$ cat src/hw/fprs_pkg.sv
/*
  constants, state encoding and register map of the flash protect, reset
  and memory select block.
  assumes a 20 mhz system clock and an 8-bit mcu bus with active-low strobes.
*/
// What this block does
// RULE_01: each flash sector has its own protection bit
// RULE_02: protection bits change only through test port
// RULE_03: program or erase of protected sector ignored
// RULE_04: verify of protected sector reads stored data
// RULE_05: reset command single write, unlock prefix allowed
// RULE_06: controller issues reset after status or error
// RULE_07: reset command ignored during program or bulk erase
// RULE_08: reset aborts sector erase, read within 25 us
// RULE_09: reset after error gives read within 25 us
// RULE_10: oldest variant reset may take milliseconds
// RULE_11: reset pin aborts flash cycle, forces read mode
// RULE_12: external reset pulse held at least 25 us
// RULE_13: main status bit i shows sector i protected
// RULE_14: boot status bits 3-0 protection, bit 7 security
// RULE_15: sram answers only while its select is high
// RULE_16: boot sector select beats main sector select
// RULE_17: sram, io and peripheral beat flash selects
// RULE_18: decode windows must not overlap within level
// RULE_19: three select priority levels, level one highest
// RULE_20: space map loads at boot, mcu may rewrite
// RULE_21: space map bits gate fetch and read access
// RULE_22: space map 0ch gives separated spaces
// RULE_23: protection loaded before first mcu access
package fprs_pkg;
  // register offsets inside the config io space
  localparam logic [7:0] OFS_MAIN_LOCK = 8'hC0;
  localparam logic [7:0] OFS_BOOT_LOCK = 8'hC2;
  localparam logic [7:0] OFS_SPACE_MAP = 8'hB0;
  // nonvolatile store word indices
  localparam logic [1:0] NV_MAIN = 2'h0;
  localparam logic [1:0] NV_BOOT = 2'h1;
  localparam logic [1:0] NV_MAP  = 2'h2;
  localparam logic [1:0] NV_LAST = 2'h3;
  // nonvolatile initial contents
  localparam logic [7:0] NV_MAIN_INIT = 8'h00;
  localparam logic [7:0] NV_BOOT_INIT = 8'h00;
  localparam logic [7:0] NV_MAP_INIT  = 8'h0C;
  // command cycles
  localparam logic [15:0] UNLK_ADDR1 = 16'h0555;
  localparam logic [15:0] UNLK_ADDR2 = 16'h0AAA;
  localparam logic [7:0]  UNLK_DATA1 = 8'hAA;
  localparam logic [7:0]  UNLK_DATA2 = 8'h55;
  localparam logic [7:0]  CMD_RESET  = 8'hF0;
  localparam logic [7:0]  CMD_PROG   = 8'hA0;
  localparam logic [7:0]  CMD_ERASE  = 8'h80;
  localparam logic [7:0]  CMD_BULK   = 8'h10;
  localparam logic [7:0]  CMD_SECT   = 8'h30;
  // space map and boot status field positions
  localparam int MAP_PF_RAM  = 0;
  localparam int MAP_PF_BOOT = 1;
  localparam int MAP_PF_MAIN = 2;
  localparam int MAP_RD_BOOT = 3;
  localparam int MAP_RD_MAIN = 4;
  localparam int MAP_PERIPH_EN = 7;
  localparam int BOOT_SEC_BIT = 7;
  // timing
  localparam int CLK_PERIOD_NS = 50;
  localparam int T_RECOVER_NS  = 25000;
  localparam int T_OLD_RESET_US = 3000;
  localparam int RECOVER_CYC = T_RECOVER_NS / CLK_PERIOD_NS;
  localparam int OLD_RESET_CYC = (T_OLD_RESET_US * 1000) / CLK_PERIOD_NS;
  // sequencer states
  typedef enum logic [3:0] {
    ST_LOAD    = 4'b0000,
    ST_READ    = 4'b0001,
    ST_UNLK1   = 4'b0010,
    ST_UNLK2   = 4'b0011,
    ST_PDATA   = 4'b0100,
    ST_ERS0    = 4'b0101,
    ST_ERS1    = 4'b0110,
    ST_ERS2    = 4'b0111,
    ST_PROG    = 4'b1000,
    ST_BULK    = 4'b1001,
    ST_SECT    = 4'b1010,
    ST_ERR     = 4'b1011,
    ST_RECOVER = 4'b1100
  } fprs_st_t;
endpackage

$ cat src/hw/fprs_nv_store.sv
/*
  small nonvolatile store for protection, security and boot space map words.
  assumes the writer is the test port logic on the same clock.
  contents survive the reset pin; only the read register is reset.
*/
`timescale 1ns/10ps
module fprs_nv_store #(
  parameter int W = 8
) (
  // clock and reset
  input  wire logic         ref_clk_i,
  input  wire logic         rst_b_i,
  // write port
  input  wire logic         wr_en_i,
  input  wire logic [1:0]   wr_addr_i,
  input  wire logic [W-1:0] wr_data_i,
  // read port
  input  wire logic [1:0]   rd_addr_i,
  output logic      [W-1:0] rd_data_o
);
  import fprs_pkg::*;
  // programmed contents; the reset pin must not wipe protection settings
  logic [W-1:0] mem_r [4] = '{W'(NV_MAIN_INIT), W'(NV_BOOT_INIT), W'(NV_MAP_INIT), '0};
  // test port writes
  always_ff @(posedge ref_clk_i) begin
    if (wr_en_i) begin
      mem_r[wr_addr_i] <= wr_data_i;
    end
  end
  // registered read
  always_ff @(posedge ref_clk_i or negedge rst_b_i) begin
    if (!rst_b_i) begin
      rd_data_o <= '0;
    end else begin
      rd_data_o <= mem_r[rd_addr_i];
    end
  end
endmodule // fprs_nv_store

$ cat src/hw/fprs_top.sv
/*
  flash command sequencer with sector protection, reset handling and
  memory select priority with program/data space mapping.
  assumes mcu pins are asynchronous and the flash array is on ref_clk_i.
*/
`timescale 1ns/10ps
module fprs_top
  import fprs_pkg::*;
#(
  parameter bit NEWER_VARIANT = 1'b1,
  parameter int OLD_RST_CYC   = OLD_RESET_CYC
) (
  // clock and reset
  input  wire logic        ref_clk_i,
  input  wire logic        rst_b_i,
  // mcu bus pins
  input  wire logic [15:0] bus_addr_i,
  input  wire logic [7:0]  bus_data_i,
  input  wire logic        wr_strobe_b_i,
  input  wire logic        rd_strobe_b_i,
  input  wire logic        program_fetch_strobe_b_i,
  // decode logic array selects
  input  wire logic [7:0]  main_sector_selects_i,
  input  wire logic [3:0]  boot_sector_selects_i,
  input  wire logic        ram_select_i,
  input  wire logic        config_io_space_i,
  input  wire logic        periph_select_i,
  // test port
  input  wire logic        tp_wr_i,
  input  wire logic [1:0]  tp_addr_i,
  input  wire logic [7:0]  tp_data_i,
  // flash array status
  input  wire logic        fl_done_i,
  input  wire logic        fl_fail_i,
  // bus answers
  output logic             bus_ready_o,
  output logic      [7:0]  rd_data_o,
  output logic             rd_valid_o,
  // resolved selects
  output logic      [7:0]  sel_main_o,
  output logic      [3:0]  sel_boot_o,
  output logic             sel_ram_o,
  output logic             sel_io_o,
  output logic             sel_periph_o,
  // flash array control
  output logic             fl_prog_o,
  output logic             fl_erase_o,
  output logic             fl_bulk_o,
  output logic             fl_abort_o,
  output logic             fl_boot_o,
  output logic      [2:0]  fl_sector_o,
  output logic      [15:0] fl_addr_o,
  output logic      [7:0]  fl_data_o,
  output logic             error_flag_bit_o,
  output logic             read_mode_o
);
  import fprs_pkg::*;

  localparam int PIN_W = 53;
  localparam logic [15:0] REC_NEW = 16'(RECOVER_CYC);
  localparam logic [15:0] REC_OLD = 16'(OLD_RST_CYC);

  typedef struct packed {
    logic [PIN_W-1:0] s1;
    logic [PIN_W-1:0] s2;
    logic        wr_prev;
    logic        rd_prev;
    logic        tp_prev;
    fprs_st_t    st;
    logic [15:0] cnt;
    logic [1:0]  load_idx;
    logic [7:0]  main_prot;
    logic [3:0]  boot_prot;
    logic        sec_bit;
    logic [7:0]  space_map;
    logic        err;
    logic        ready;
    logic [7:0]  rd_data;
    logic        rd_valid;
    logic [7:0]  sel_main;
    logic [3:0]  sel_boot;
    logic        sel_ram;
    logic        sel_io;
    logic        sel_per;
    logic        prog;
    logic        erase;
    logic        bulk;
    logic        abort;
    logic        tboot;
    logic [2:0]  tsec;
    logic [15:0] taddr;
    logic [7:0]  tdata;
    logic [15:0] rec_seen;
    logic        rmode;
  } fprs_state_t;

  fprs_state_t r;
  fprs_state_t r_nxt;
  logic [7:0]  nv_rd_data;

  // lowest set bit of a sector select vector
  function automatic logic [2:0] oh_idx(input logic [7:0] v);
    logic [2:0] idx;
    idx = 3'h0;
    for (int i = 7; i >= 0; i--) begin
      if (v[i]) begin
        idx = 3'(i);
      end
    end
    return idx;
  endfunction

  // unpacked synchronised pins
  logic [15:0] p_addr;
  logic [7:0]  p_data;
  logic        p_wr;
  logic        p_rd;
  logic        p_pf;
  logic [7:0]  p_main;
  logic [3:0]  p_boot;
  logic        p_ram;
  logic        p_io;
  logic        p_per;
  logic        p_tpwr;
  logic [1:0]  p_tpa;
  logic [7:0]  p_tpd;
  assign {p_addr, p_data, p_wr, p_rd, p_pf, p_main, p_boot,
          p_ram, p_io, p_per, p_tpwr, p_tpa, p_tpd} = r.s2;

  // bus events and write target
  logic       wr_ev;
  logic       rd_ev;
  logic       tp_ev;
  logic       high_lvl;
  logic       t_boot;
  logic       t_any;
  logic [2:0] t_idx;
  logic       t_prot;
  logic       bank_prot;
  logic       is_reset;
  assign wr_ev    = p_wr & ~r.wr_prev;
  assign rd_ev    = (p_rd | p_pf) & ~r.rd_prev;
  assign tp_ev    = p_tpwr & ~r.tp_prev;
  assign high_lvl = p_ram | p_io | p_per;
  assign t_boot   = |p_boot;
  assign t_any    = (t_boot | (|p_main)) & ~high_lvl;
  assign t_idx    = t_boot ? oh_idx({4'h0, p_boot}) : oh_idx(p_main);
  assign t_prot   = t_boot ? r.boot_prot[t_idx[1:0]] : r.main_prot[t_idx];
  assign bank_prot = t_boot ? (|r.boot_prot) : (|r.main_prot);
  assign is_reset = wr_ev & (p_data == CMD_RESET);

  fprs_nv_store #(.W(8)) u_nv (
    .ref_clk_i (ref_clk_i),
    .rst_b_i   (rst_b_i),
    .wr_en_i   (tp_ev),
    .wr_addr_i (p_tpa),
    .wr_data_i (p_tpd),
    .rd_addr_i (r.load_idx),
    .rd_data_o (nv_rd_data)
  );

  // next state of the whole block
  always_comb begin
    r_nxt = r;
    r_nxt.s1 = {bus_addr_i, bus_data_i, ~wr_strobe_b_i, ~rd_strobe_b_i,
                ~program_fetch_strobe_b_i, main_sector_selects_i,
                boot_sector_selects_i, ram_select_i, config_io_space_i,
                periph_select_i, tp_wr_i, tp_addr_i, tp_data_i};
    r_nxt.s2 = r.s1;
    r_nxt.wr_prev = p_wr;
    r_nxt.rd_prev = p_rd | p_pf;
    r_nxt.tp_prev = p_tpwr;
    r_nxt.prog  = 1'b0;
    r_nxt.erase = 1'b0;
    r_nxt.abort = 1'b0;
    r_nxt.rd_valid = 1'b0;
    // select priority: sram, io, peripheral, then boot, then main
    r_nxt.sel_ram  = p_ram & (~p_pf | r.space_map[MAP_PF_RAM]); // RULE_15 RULE_21
    r_nxt.sel_io   = p_io & ~p_ram;
    r_nxt.sel_per  = p_per & r.space_map[MAP_PERIPH_EN] & ~p_ram & ~p_io; // RULE_21
    r_nxt.sel_boot = high_lvl ? 4'h0 : p_boot; // RULE_17 RULE_19
    r_nxt.sel_main = (high_lvl | t_boot) ? 8'h00 : p_main; // RULE_16 RULE_19 RULE_04
    if (p_pf) begin
      // program fetch space gating, e.g. 0ch keeps main flash only
      if (!r.space_map[MAP_PF_BOOT]) r_nxt.sel_boot = 4'h0; // RULE_21 RULE_22
      if (!r.space_map[MAP_PF_MAIN]) r_nxt.sel_main = 8'h00; // RULE_21 RULE_22
    end else if (p_rd) begin
      if (!r.space_map[MAP_RD_BOOT]) r_nxt.sel_boot = 4'h0; // RULE_21 RULE_22
      if (!r.space_map[MAP_RD_MAIN]) r_nxt.sel_main = 8'h00; // RULE_21 RULE_22
    end
    // status and map reads from config io space
    if (rd_ev && p_rd && p_io && r.ready) begin
      r_nxt.rd_valid = 1'b1;
      case (p_addr[7:0])
        OFS_MAIN_LOCK: r_nxt.rd_data = r.main_prot; // RULE_13
        OFS_BOOT_LOCK: r_nxt.rd_data = {r.sec_bit, 3'h0, r.boot_prot}; // RULE_14
        OFS_SPACE_MAP: r_nxt.rd_data = r.space_map;
        default:       r_nxt.rd_data = 8'h00;
      endcase
    end
    // only the space map takes mcu writes; lock status is read only
    if (wr_ev && p_io && r.ready && p_addr[7:0] == OFS_SPACE_MAP) begin
      r_nxt.space_map = p_data; // RULE_20 RULE_02
    end
    // write command sequencer
    case (r.st)
      ST_LOAD: begin
        r_nxt.load_idx = r.load_idx + 2'h1;
        case (r.load_idx)
          NV_BOOT: r_nxt.main_prot = nv_rd_data; // RULE_23 RULE_01
          NV_MAP: begin
            r_nxt.boot_prot = nv_rd_data[3:0]; // RULE_23
            r_nxt.sec_bit   = nv_rd_data[BOOT_SEC_BIT];
          end
          NV_LAST: begin
            if (!r.ready) r_nxt.space_map = nv_rd_data; // RULE_20
            r_nxt.ready = 1'b1; // RULE_23
            r_nxt.st    = ST_READ;
          end
          default: ;
        endcase
      end
      ST_READ: begin
        if (tp_ev) begin
          r_nxt.st = ST_LOAD; // RULE_02
          r_nxt.load_idx = NV_MAIN;
        end else if (wr_ev && t_any && p_addr == UNLK_ADDR1 &&
                     p_data == UNLK_DATA1) begin
          r_nxt.st = ST_UNLK1; // RULE_05
        end
      end
      ST_UNLK1: if (wr_ev) begin
        r_nxt.st = (p_addr == UNLK_ADDR2 && p_data == UNLK_DATA2) ?
                   ST_UNLK2 : ST_READ; // RULE_05
      end
      ST_UNLK2: if (wr_ev) begin
        case (p_data)
          CMD_PROG:  r_nxt.st = ST_PDATA;
          CMD_ERASE: r_nxt.st = ST_ERS0;
          default:   r_nxt.st = ST_READ; // RULE_05
        endcase
      end
      ST_PDATA: if (wr_ev) begin
        r_nxt.st = ST_READ;
        if (t_any && !t_prot) begin // RULE_03 RULE_01
          r_nxt.prog  = 1'b1;
          r_nxt.st    = ST_PROG;
          r_nxt.tboot = t_boot;
          r_nxt.tsec  = t_idx;
          r_nxt.taddr = p_addr;
          r_nxt.tdata = p_data;
        end
      end
      ST_ERS0: if (wr_ev) begin
        r_nxt.st = (p_addr == UNLK_ADDR1 && p_data == UNLK_DATA1) ?
                   ST_ERS1 : ST_READ;
      end
      ST_ERS1: if (wr_ev) begin
        r_nxt.st = (p_addr == UNLK_ADDR2 && p_data == UNLK_DATA2) ?
                   ST_ERS2 : ST_READ;
      end
      ST_ERS2: if (wr_ev) begin
        r_nxt.st = ST_READ;
        r_nxt.tboot = t_boot;
        r_nxt.tsec  = t_idx;
        r_nxt.taddr = p_addr;
        if (p_data == CMD_BULK && t_any && !bank_prot) begin // RULE_03
          r_nxt.erase = 1'b1;
          r_nxt.bulk  = 1'b1;
          r_nxt.st    = ST_BULK;
        end else if (p_data == CMD_SECT && t_any && !t_prot) begin // RULE_03
          r_nxt.erase = 1'b1;
          r_nxt.bulk  = 1'b0;
          r_nxt.st    = ST_SECT;
        end
      end
      ST_PROG, ST_BULK, ST_SECT: begin
        // reset commands leave program and bulk erase running
        if (is_reset && r.st == ST_SECT) begin // RULE_08 RULE_10
          r_nxt.abort = 1'b1;
          r_nxt.st    = ST_RECOVER;
          r_nxt.cnt   = NEWER_VARIANT ? REC_NEW : REC_OLD;
        end else if (fl_fail_i) begin
          r_nxt.err = 1'b1;
          r_nxt.st  = ST_ERR;
        end else if (fl_done_i) begin
          r_nxt.st = ST_READ; // RULE_07
        end
      end
      ST_ERR: if (is_reset) begin
        r_nxt.abort = 1'b1; // RULE_09 RULE_06
        r_nxt.st    = ST_RECOVER;
        r_nxt.cnt   = NEWER_VARIANT ? REC_NEW : REC_OLD;
      end
      ST_RECOVER: begin
        r_nxt.cnt = r.cnt - 16'h0001;
        if (r.cnt <= 16'h0001) begin
          r_nxt.err = 1'b0; // RULE_09 RULE_10
          r_nxt.st  = ST_READ;
        end
      end
      default: r_nxt.st = ST_READ;
    endcase
    // read mode kept in a flip-flop so the pin is registered
    r_nxt.rmode = (r_nxt.st == ST_READ); // RULE_11
    // cycles spent in recovery, for the 25 us bound
    r_nxt.rec_seen = (r.st == ST_RECOVER) ? r.rec_seen + 16'h0001 : 16'h0000;
  end

  // state register; reset pin aborts the array and restarts the protection load, which ends in read mode
  always_ff @(posedge ref_clk_i or negedge rst_b_i) begin
    if (!rst_b_i) begin
      r       <= '0;
      r.st    <= ST_LOAD;
      r.abort <= 1'b1; // RULE_11
    end else begin
      r <= r_nxt;
    end
  end

  // outputs straight from the state register
  assign bus_ready_o  = r.ready;
  assign rd_data_o    = r.rd_data;
  assign rd_valid_o   = r.rd_valid;
  assign sel_main_o   = r.sel_main;
  assign sel_boot_o   = r.sel_boot;
  assign sel_ram_o    = r.sel_ram;
  assign sel_io_o     = r.sel_io;
  assign sel_periph_o = r.sel_per;
  assign fl_prog_o    = r.prog;
  assign fl_erase_o   = r.erase;
  assign fl_bulk_o    = r.bulk;
  assign fl_abort_o   = r.abort;
  assign fl_boot_o    = r.tboot;
  assign fl_sector_o  = r.tsec;
  assign fl_addr_o    = r.taddr;
  assign fl_data_o    = r.tdata;
  assign error_flag_bit_o = r.err;
  assign read_mode_o  = r.rmode;

  a_prog_not_prot: assert property (@(posedge ref_clk_i) disable iff (!rst_b_i) // RULE_03
    fl_prog_o |-> !(fl_boot_o ? r.boot_prot[fl_sector_o[1:0]] : r.main_prot[fl_sector_o]))
    else $error("program issued to a protected sector");
  a_lock_bus_stable: assert property (@(posedge ref_clk_i) disable iff (!rst_b_i) // RULE_02
    (r.st != ST_LOAD) && !(r.st == ST_READ && tp_ev) |=> $stable(r.main_prot))
    else $error("lock status changed outside a test port load");
  a_busy_reset_ign: assert property (@(posedge ref_clk_i) disable iff (!rst_b_i) // RULE_07
    (r.st inside {ST_PROG, ST_BULK}) && is_reset |=> r.st != ST_RECOVER)
    else $error("reset command aborted program or bulk erase");
  a_sect_abort: assert property (@(posedge ref_clk_i) disable iff (!rst_b_i) // RULE_08
    r.st == ST_SECT && is_reset |=> fl_abort_o && r.st == ST_RECOVER)
    else $error("reset command did not abort sector erase");
  a_recover_bound: assert property (@(posedge ref_clk_i) disable iff (!rst_b_i) // RULE_09
    NEWER_VARIANT |-> r.rec_seen <= REC_NEW)
    else $error("read mode not reached within 25 us");
  a_boot_over_main: assert property (@(posedge ref_clk_i) disable iff (!rst_b_i) // RULE_16
    $past(t_boot) |-> sel_main_o == 8'h00)
    else $error("main sector selected over a boot sector");
  a_ram_wins: assert property (@(posedge ref_clk_i) disable iff (!rst_b_i) // RULE_17
    $past(high_lvl) |-> sel_main_o == 8'h00 && sel_boot_o == 4'h0)
    else $error("flash selected over sram or io space");
  a_main_status: assert property (@(posedge ref_clk_i) disable iff (!rst_b_i) // RULE_13
    rd_ev && p_rd && p_io && r.ready && p_addr[7:0] == OFS_MAIN_LOCK
    |=> rd_valid_o && rd_data_o == $past(r.main_prot))
    else $error("main lock status read returned wrong data");
  a_fetch_gate: assert property (@(posedge ref_clk_i) disable iff (!rst_b_i) // RULE_21
    $past(p_pf) && !$past(r.space_map[MAP_PF_RAM]) |-> !sel_ram_o)
    else $error("program fetch reached sram while gated off");
endmodule // fprs_top

$ cat config.mk
export PLATFORM = sky130hd
export DESIGN_NAME = fprs_top
export DESIGN_NICKNAME = d
export VERILOG_FILES = /design/src/hw/fprs_pkg.sv /design/src/hw/fprs_nv_store.sv /design/src/hw/fprs_top.sv
export SDC_FILE = /design/constraint.sdc
export NUM_CORES = 1
export LEC_CHECK = 0
export BUFFER_PORTS_ARGS = -buffer_cell sky130_fd_sc_hd__buf_2
export CAP_MARGIN = 5
export CORE_ASPECT_RATIO = 0.8
export CORE_MARGIN = 2
export CORE_UTILIZATION = 50
export CTS_CLUSTER_DIAMETER = 100
export DETAILED_ROUTE_END_ITERATION = 10
export GPL_TIMING_DRIVEN = 0
export PLACE_DENSITY = 0.84
export SLEW_MARGIN = 20
export SYNTH_ARGS = -nofsm -noshare
export SYNTH_HDL_FRONTEND = slang
export SYNTH_SLANG_ARGS = --single-unit
$ cat constraint.sdc
create_clock -name ref_clk_i -period 2.5 [get_ports ref_clk_i]
set_input_delay 0.25 -clock ref_clk_i [delete_from_list [all_inputs] [get_ports ref_clk_i]]
set_output_delay 0.25 -clock ref_clk_i [all_outputs]
set_load 0.005 [all_outputs]
Word level (Yosys, flattened, before mapping)
Memory sizes are Yosys's and may differ from the RTL's. A register that Yosys moved wholly into a read port is not among the register bits.
Cells that the tools add are included.

operators by class
  multiplexer cells = 79
  $add $sub $neg = 2
  bitwise operators = 26
  magnitude comparators = 3
  reduce and logical (&&, ||, !) cells = 40
  eq/ne operators = 37

operators by type and width
  kind                     count
  $mux W4                  19
  $eq A8 B8 Y1 const B     7
  $mux W28                 2
  $mux W8                  7
  $pmux W16 S3             1
  $pmux W4 S11             1
  $mux W20                 2
  $pmux W20 S2             1
  $mux W3                  13
  $mux W12                 2
  $pmux W8 S3              1
  $eq A4 B4 Y1 const B     5
  $ne A2 B2 Y1 const B     9
  $logic_and A1 B1 Y1      17
  $eq A16 B11 Y1 const B   1
  $eq A16 B12 Y1 const B   1
  $eq A4 B3 Y1 const B     4
  $le A16 B1 Y1 const B    1
  $mux W16                 1
  $mux W2                  8
  $reduce_or A8 Y1         2
  $sub A16 B1 Y16 const B  1
  $mux W1                  15
  $and A1 B1 Y1            10
  other kinds (26)         56

storage, ports and cells
  word-level logic and storage cells = 218
  RAM bits = 32
  memories kept = 1
  register bits after elaboration = 211

memory list
  memory      words  width  read ports  clocked after Yosys merged registers in  write ports  RTL line             RTL
  u_nv.mem_r  4      8      1           1                                        1            fprs_nv_store.sv:23  logic [W-1:0] mem_r [4] = '{W'(NV_MAIN_INIT), W'(NV_BOOT_INIT), W'(NV_MAP_INIT), '0};

Logic depth before layout (Yosys ltp)
  depth after elaboration = 19
  depth in mapped cells = 9
  depth with buffers taken out = 8

By module
Synthesis repeated with hierarchy kept, for this count alone.

second synthesis, totals
  cells, all modules = 717
  area, all modules = 9,623.0 um^2

modules (own cells, without submodules)
  module         cells each  seq. area each (um^2)  area each (um^2)  instances
  fprs_top       663         5,281.3                8,234.1           1
  fprs_nv_store  54          1,161.1                1,388.8           1

Worst setup path before layout
Ideal clock, no wire load.

  path kind = register -> register
  start point = register r (netlist bit p_data[1])
  end point = register r (netlist bit read_mode_o)
  setup time = 134 ps
  data arrival time = 2,380 ps
  path buffers = 0
  cell stages (with the launch flop) = 9
  required time = 2,366 ps
  setup slack = -14 ps
  path through = dfrtp_1 > or4b_4 > or4_4 > nor2_2 > nand2_1 > a31oi_1 > a21boi_1 > or4_4 > nor4b_4

RTL lines
  what                    RTL line         RTL
  start, declared         fprs_top.sv:97   fprs_state_t r;
  start signal, assigned  fprs_top.sv:317  r <= r_nxt;

==> impl_metrics.tcl <==
set metrics [dict create \
    outcome "finished with violations" \
    violations "negative setup slack" \
    setup_viol 21 \
    combPwrFrac_pct 14.6 \
    reg2reg_to "read_mode_o" \
    clock-root-buffer "clkbuf_16" \
    max_freq_mhz 366 \
    grt_first_pass_wirelength_um 32600 \
    yosysUniqueCellTypes 67 \
    swShare_pct 25.8 \
    die_h_um 128 \
    hold-worst-slack_ns 0.108 \
    ant_nets 0 \
    hold_depth 3 \
    p_int_w 0.00755 \
    place_area_um2 10500 \
    rrSetupSlack_ns -0.23 \
    ys_seq_elements 251 \
    die_w_um 159 \
    hold_viol 0 \
    final.period_utilization_pct 109 \
    power_switching_w 0.00262 \
    clk_pin_slew_ns 0.06 \
    setup_ws_ns -0.231 \
    synth_edf_count 32 \
    worst_pin_slew_ns 0.718 \
    netlist_area_um2 9560 \
    wl_um 21200 \
    cts_buffer_depth 3 \
    fill_cells 1349 \
    cp.arrival_ns 3.11 \
    vias 6389 \
    ys.warnings.count 0 \
    io_pins 116 \
    synth_top_area_cell "dfrtp_1" \
    grt_pass1_vias 6354 \
    power_density_nw_per_um2 823 \
    num_rows 45 \
    portBuffers 115 \
    ir_worst_vdd_mv 0.589 \
    synth_nets 765 \
    nNetsFinal 983 \
    clock_power_share_pct 36.4 \
    period_needed_ns 2.73 \
    area_growth_pct 29.4 \
    final_util_pct 65.5 \
    crit_end "read_mode_o" \
    critPathCaptureType "register" \
    cp-start-kind "register" \
    core_area_um2 18900 \
    worstSetupPathType "register to register" \
    gr-total-overflow 0 \
    initial_core_util_pct 50.7 \
    viasPerCell 5.33 \
    postSynthAreaPerCell_um2 13.6 \
    htree_levels 1 \
    cts_tree "done" \
    dpl.hpwl_um 13300 \
    yosysTopAreaCellShare_pct 57.1 \
    maxSlewHeadroom_pct 52.1 \
    r2r.worst_path.cells 8 \
    slew_viol_final 0 \
    synth.area.top_cells "dfrtp_1 (57%), edfxtp_1 (10%), mux2_2 (4.8%), buf_4 (3.8%), nor2_1 (2.1%)" \
    cts_made_buffers 24 \
    grt_start_max_net_pins 107 \
    cap_violations 0 \
    remaining_drc_errors 0 \
    async_flop_share_pct 87.3 \
    syn_inst 703 \
    pwr-share-seq_pct 49.1 \
    yosysSeqAreaShare_pct 67.4 \
    drtPass1Iterations 5 \
    dieArea_um2 20200 \
    cp-startpoint "p_data[7]" \
    finalWeightedCongestion 0.901 \
    clock_skew_ns 0.0135 \
    dominantRegCellSynth "dfrtp_1" \
    r2r_start "p_data[7]" \
    gr-usage-all-layers_pct 20.6 \
    cts.sinks 251 \
    critPathMaxFanout 2 \
    drive_above_1_share_pct 34.2 \
    rsz0062_at_grt "true" \
    wl_per_cell_um 17.7 \
    hold_path.class "primary input to register" \
    design_area_um2 12400 \
    cp.required_ns 2.88 \
    insertion_delay_ns 0.51 \
    drt_iter0_drc 571 \
    tns_ns -1.41 \
    antenna_found_initial 1 \
    p_leak_nw 5.83 \
    pre_cts_slack_ns -0.712 \
]
==> registers in the layout (all words and copies together), names as in the netlist, 2 cells and up <==
register	count
r	99
u_nv.mem_r	32
fl_addr_o	16
p_addr	16
fl_data_o	8
p_data	8
p_main	8
p_tpd	8
rd_data_o	8
sel_main_o	8
u_nv.rd_data_o	8
p_boot	4
sel_boot_o	4
fl_sector_o	3
p_tpa	2
==> worst max-delay path: stages, from the launching register on <==
cell and delay, ns:
dfrtp_2 0.45, or4b_4 0.55, or4_4 0.45, nor2_4 0.13, nand2_2 0.07, a31oi_1 0.15, a21boi_1 0.10, or4_4 0.53
nor4b_4 0.16
==> worst min path at each step <==
stage | startpoint | to | slack (ns)
5_1_grt | fl_fail_i | error_flag_bit_o | 0.12
4_1_cts | fl_fail_i | error_flag_bit_o | 0.1
3_5_place_dp | rst_b_i | r[175] | 0.17
2_1_floorplan | rst_b_i | bus_ready_o | -0.05
6_report | fl_fail_i | error_flag_bit_o | 0.11
3_3_place_gp | r[210] | p_data[7] | 0.33
==> cell families after synthesis <==
family	count (synthesis)	share of synthesized area (%)
fa+ha+maj	5	0.655
compound gates	91	5.80
xor+xnor	9	0.825
mux	66	8.50
buf+inv	81	5.33
flops	251	67.4
simple gates	200	11.5
==> Yosys cell counts (all sizes together) (3+ instances only) <==
| master | n |
|---|---|
| xor2 | 3 |
| dfrtp | 218 |
| or4 | 5 |
| a21boi | 3 |
| mux2i | 17 |
| mux4 | 8 |
| a22oi | 3 |
| a21oi | 35 |
| a31oi | 5 |
| nor2b | 7 |
| or3 | 4 |
| o21ai | 25 |
| nor4 | 14 |
| inv | 16 |
| nand2 | 38 |
| nand2b | 8 |
| nor3 | 16 |
| nor2 | 54 |
| nor3b | 5 |
| mux2 | 41 |
| nand4 | 6 |
| xnor2 | 6 |
| nand3b | 3 |
| nand4b | 5 |
| clkbuf | 12 |
| and3 | 7 |
| o211ai | 3 |
| edfxtp | 32 |
| buf | 53 |
| nand3 | 8 |
| and2 | 9 |
| ha | 5 |
==> routing by layer <==
metal  GRT usage (%)  wire (um)
met1            29.6       9150
met2            32.7      10100
met3            4.14       1440
met4            5.09        425
met5               0          0
==> repair_timing <==
action                                  in CTS  in global routing
setup buffers                               10                 12
pin swaps                                    4                  5
hold buffers                                54                  0
endpoints found under the setup margin      46                 42
cloned                                       0                  2
hold endpoints to repair                    98                  0
gates resized for setup                     24                 33
==> through the flow <==
step / total power [W] / instances
after floorplan: 0.00579 / 703
after global placement: 0.00626 / 1076
after detailed placement: 0.00635 / 1078
after CTS: 0.0102 / 1185
after global routing: 0.0106 / 1197
final: 0.0102 / 1198
==> layout by cell type (no fill, tap or decap), drive strengths merged, types with 4 or more instances in the layout <==
| master | count |
|---|---|
| dfrtp | 218 |
| buf | 190 |
| dlygate4sd3 | 54 |
| nor2 | 54 |
| clkbuf | 44 |
| mux2 | 41 |
| nand2 | 38 |
| a21oi | 35 |
| edfxtp | 32 |
| o21ai | 25 |
| mux2i | 17 |
| inv | 17 |
| nor3 | 16 |
| nor4 | 14 |
| and2 | 9 |
| mux4 | 8 |
| nand2b | 8 |
| nand3 | 8 |
| nor2b | 7 |
| and3 | 7 |
| nand4 | 6 |
| xnor2 | 6 |
| clkinv | 6 |
| nand4b | 5 |
| ha | 5 |
| a31oi | 5 |
| or4 | 5 |
| nor3b | 5 |
| or3 | 4 |
| clkinvlp | 4 |
==> power by group through the flow <==
stage	sequential (W)	clock, W	combinational [W]
after global placement	0.00502	0	0.00125
final	0.00499	0.00370	0.00148
after CTS	0.00497	0.00376	0.00143
after floorplan	0.00488	0	0.000909
after detailed placement	0.00504	0	0.00131
after global routing	0.00504	0.00394	0.00164
==> area by class of cell <==
type	instances	area [um^2]	share of cell area, %
flip-flops and latches	251	6450	52.2
multi-input cells	371	2800	22.7
repair buffers	193	1430	11.6
clock buffers	31	698	5.65
plain buffers	64	467	3.78
well taps	258	323	2.61
clock inverters	13	129	1.04
inverters	16	60.1	0.486
diodes	1	2.50	0.0202
(Power assumes the default switching activity.)
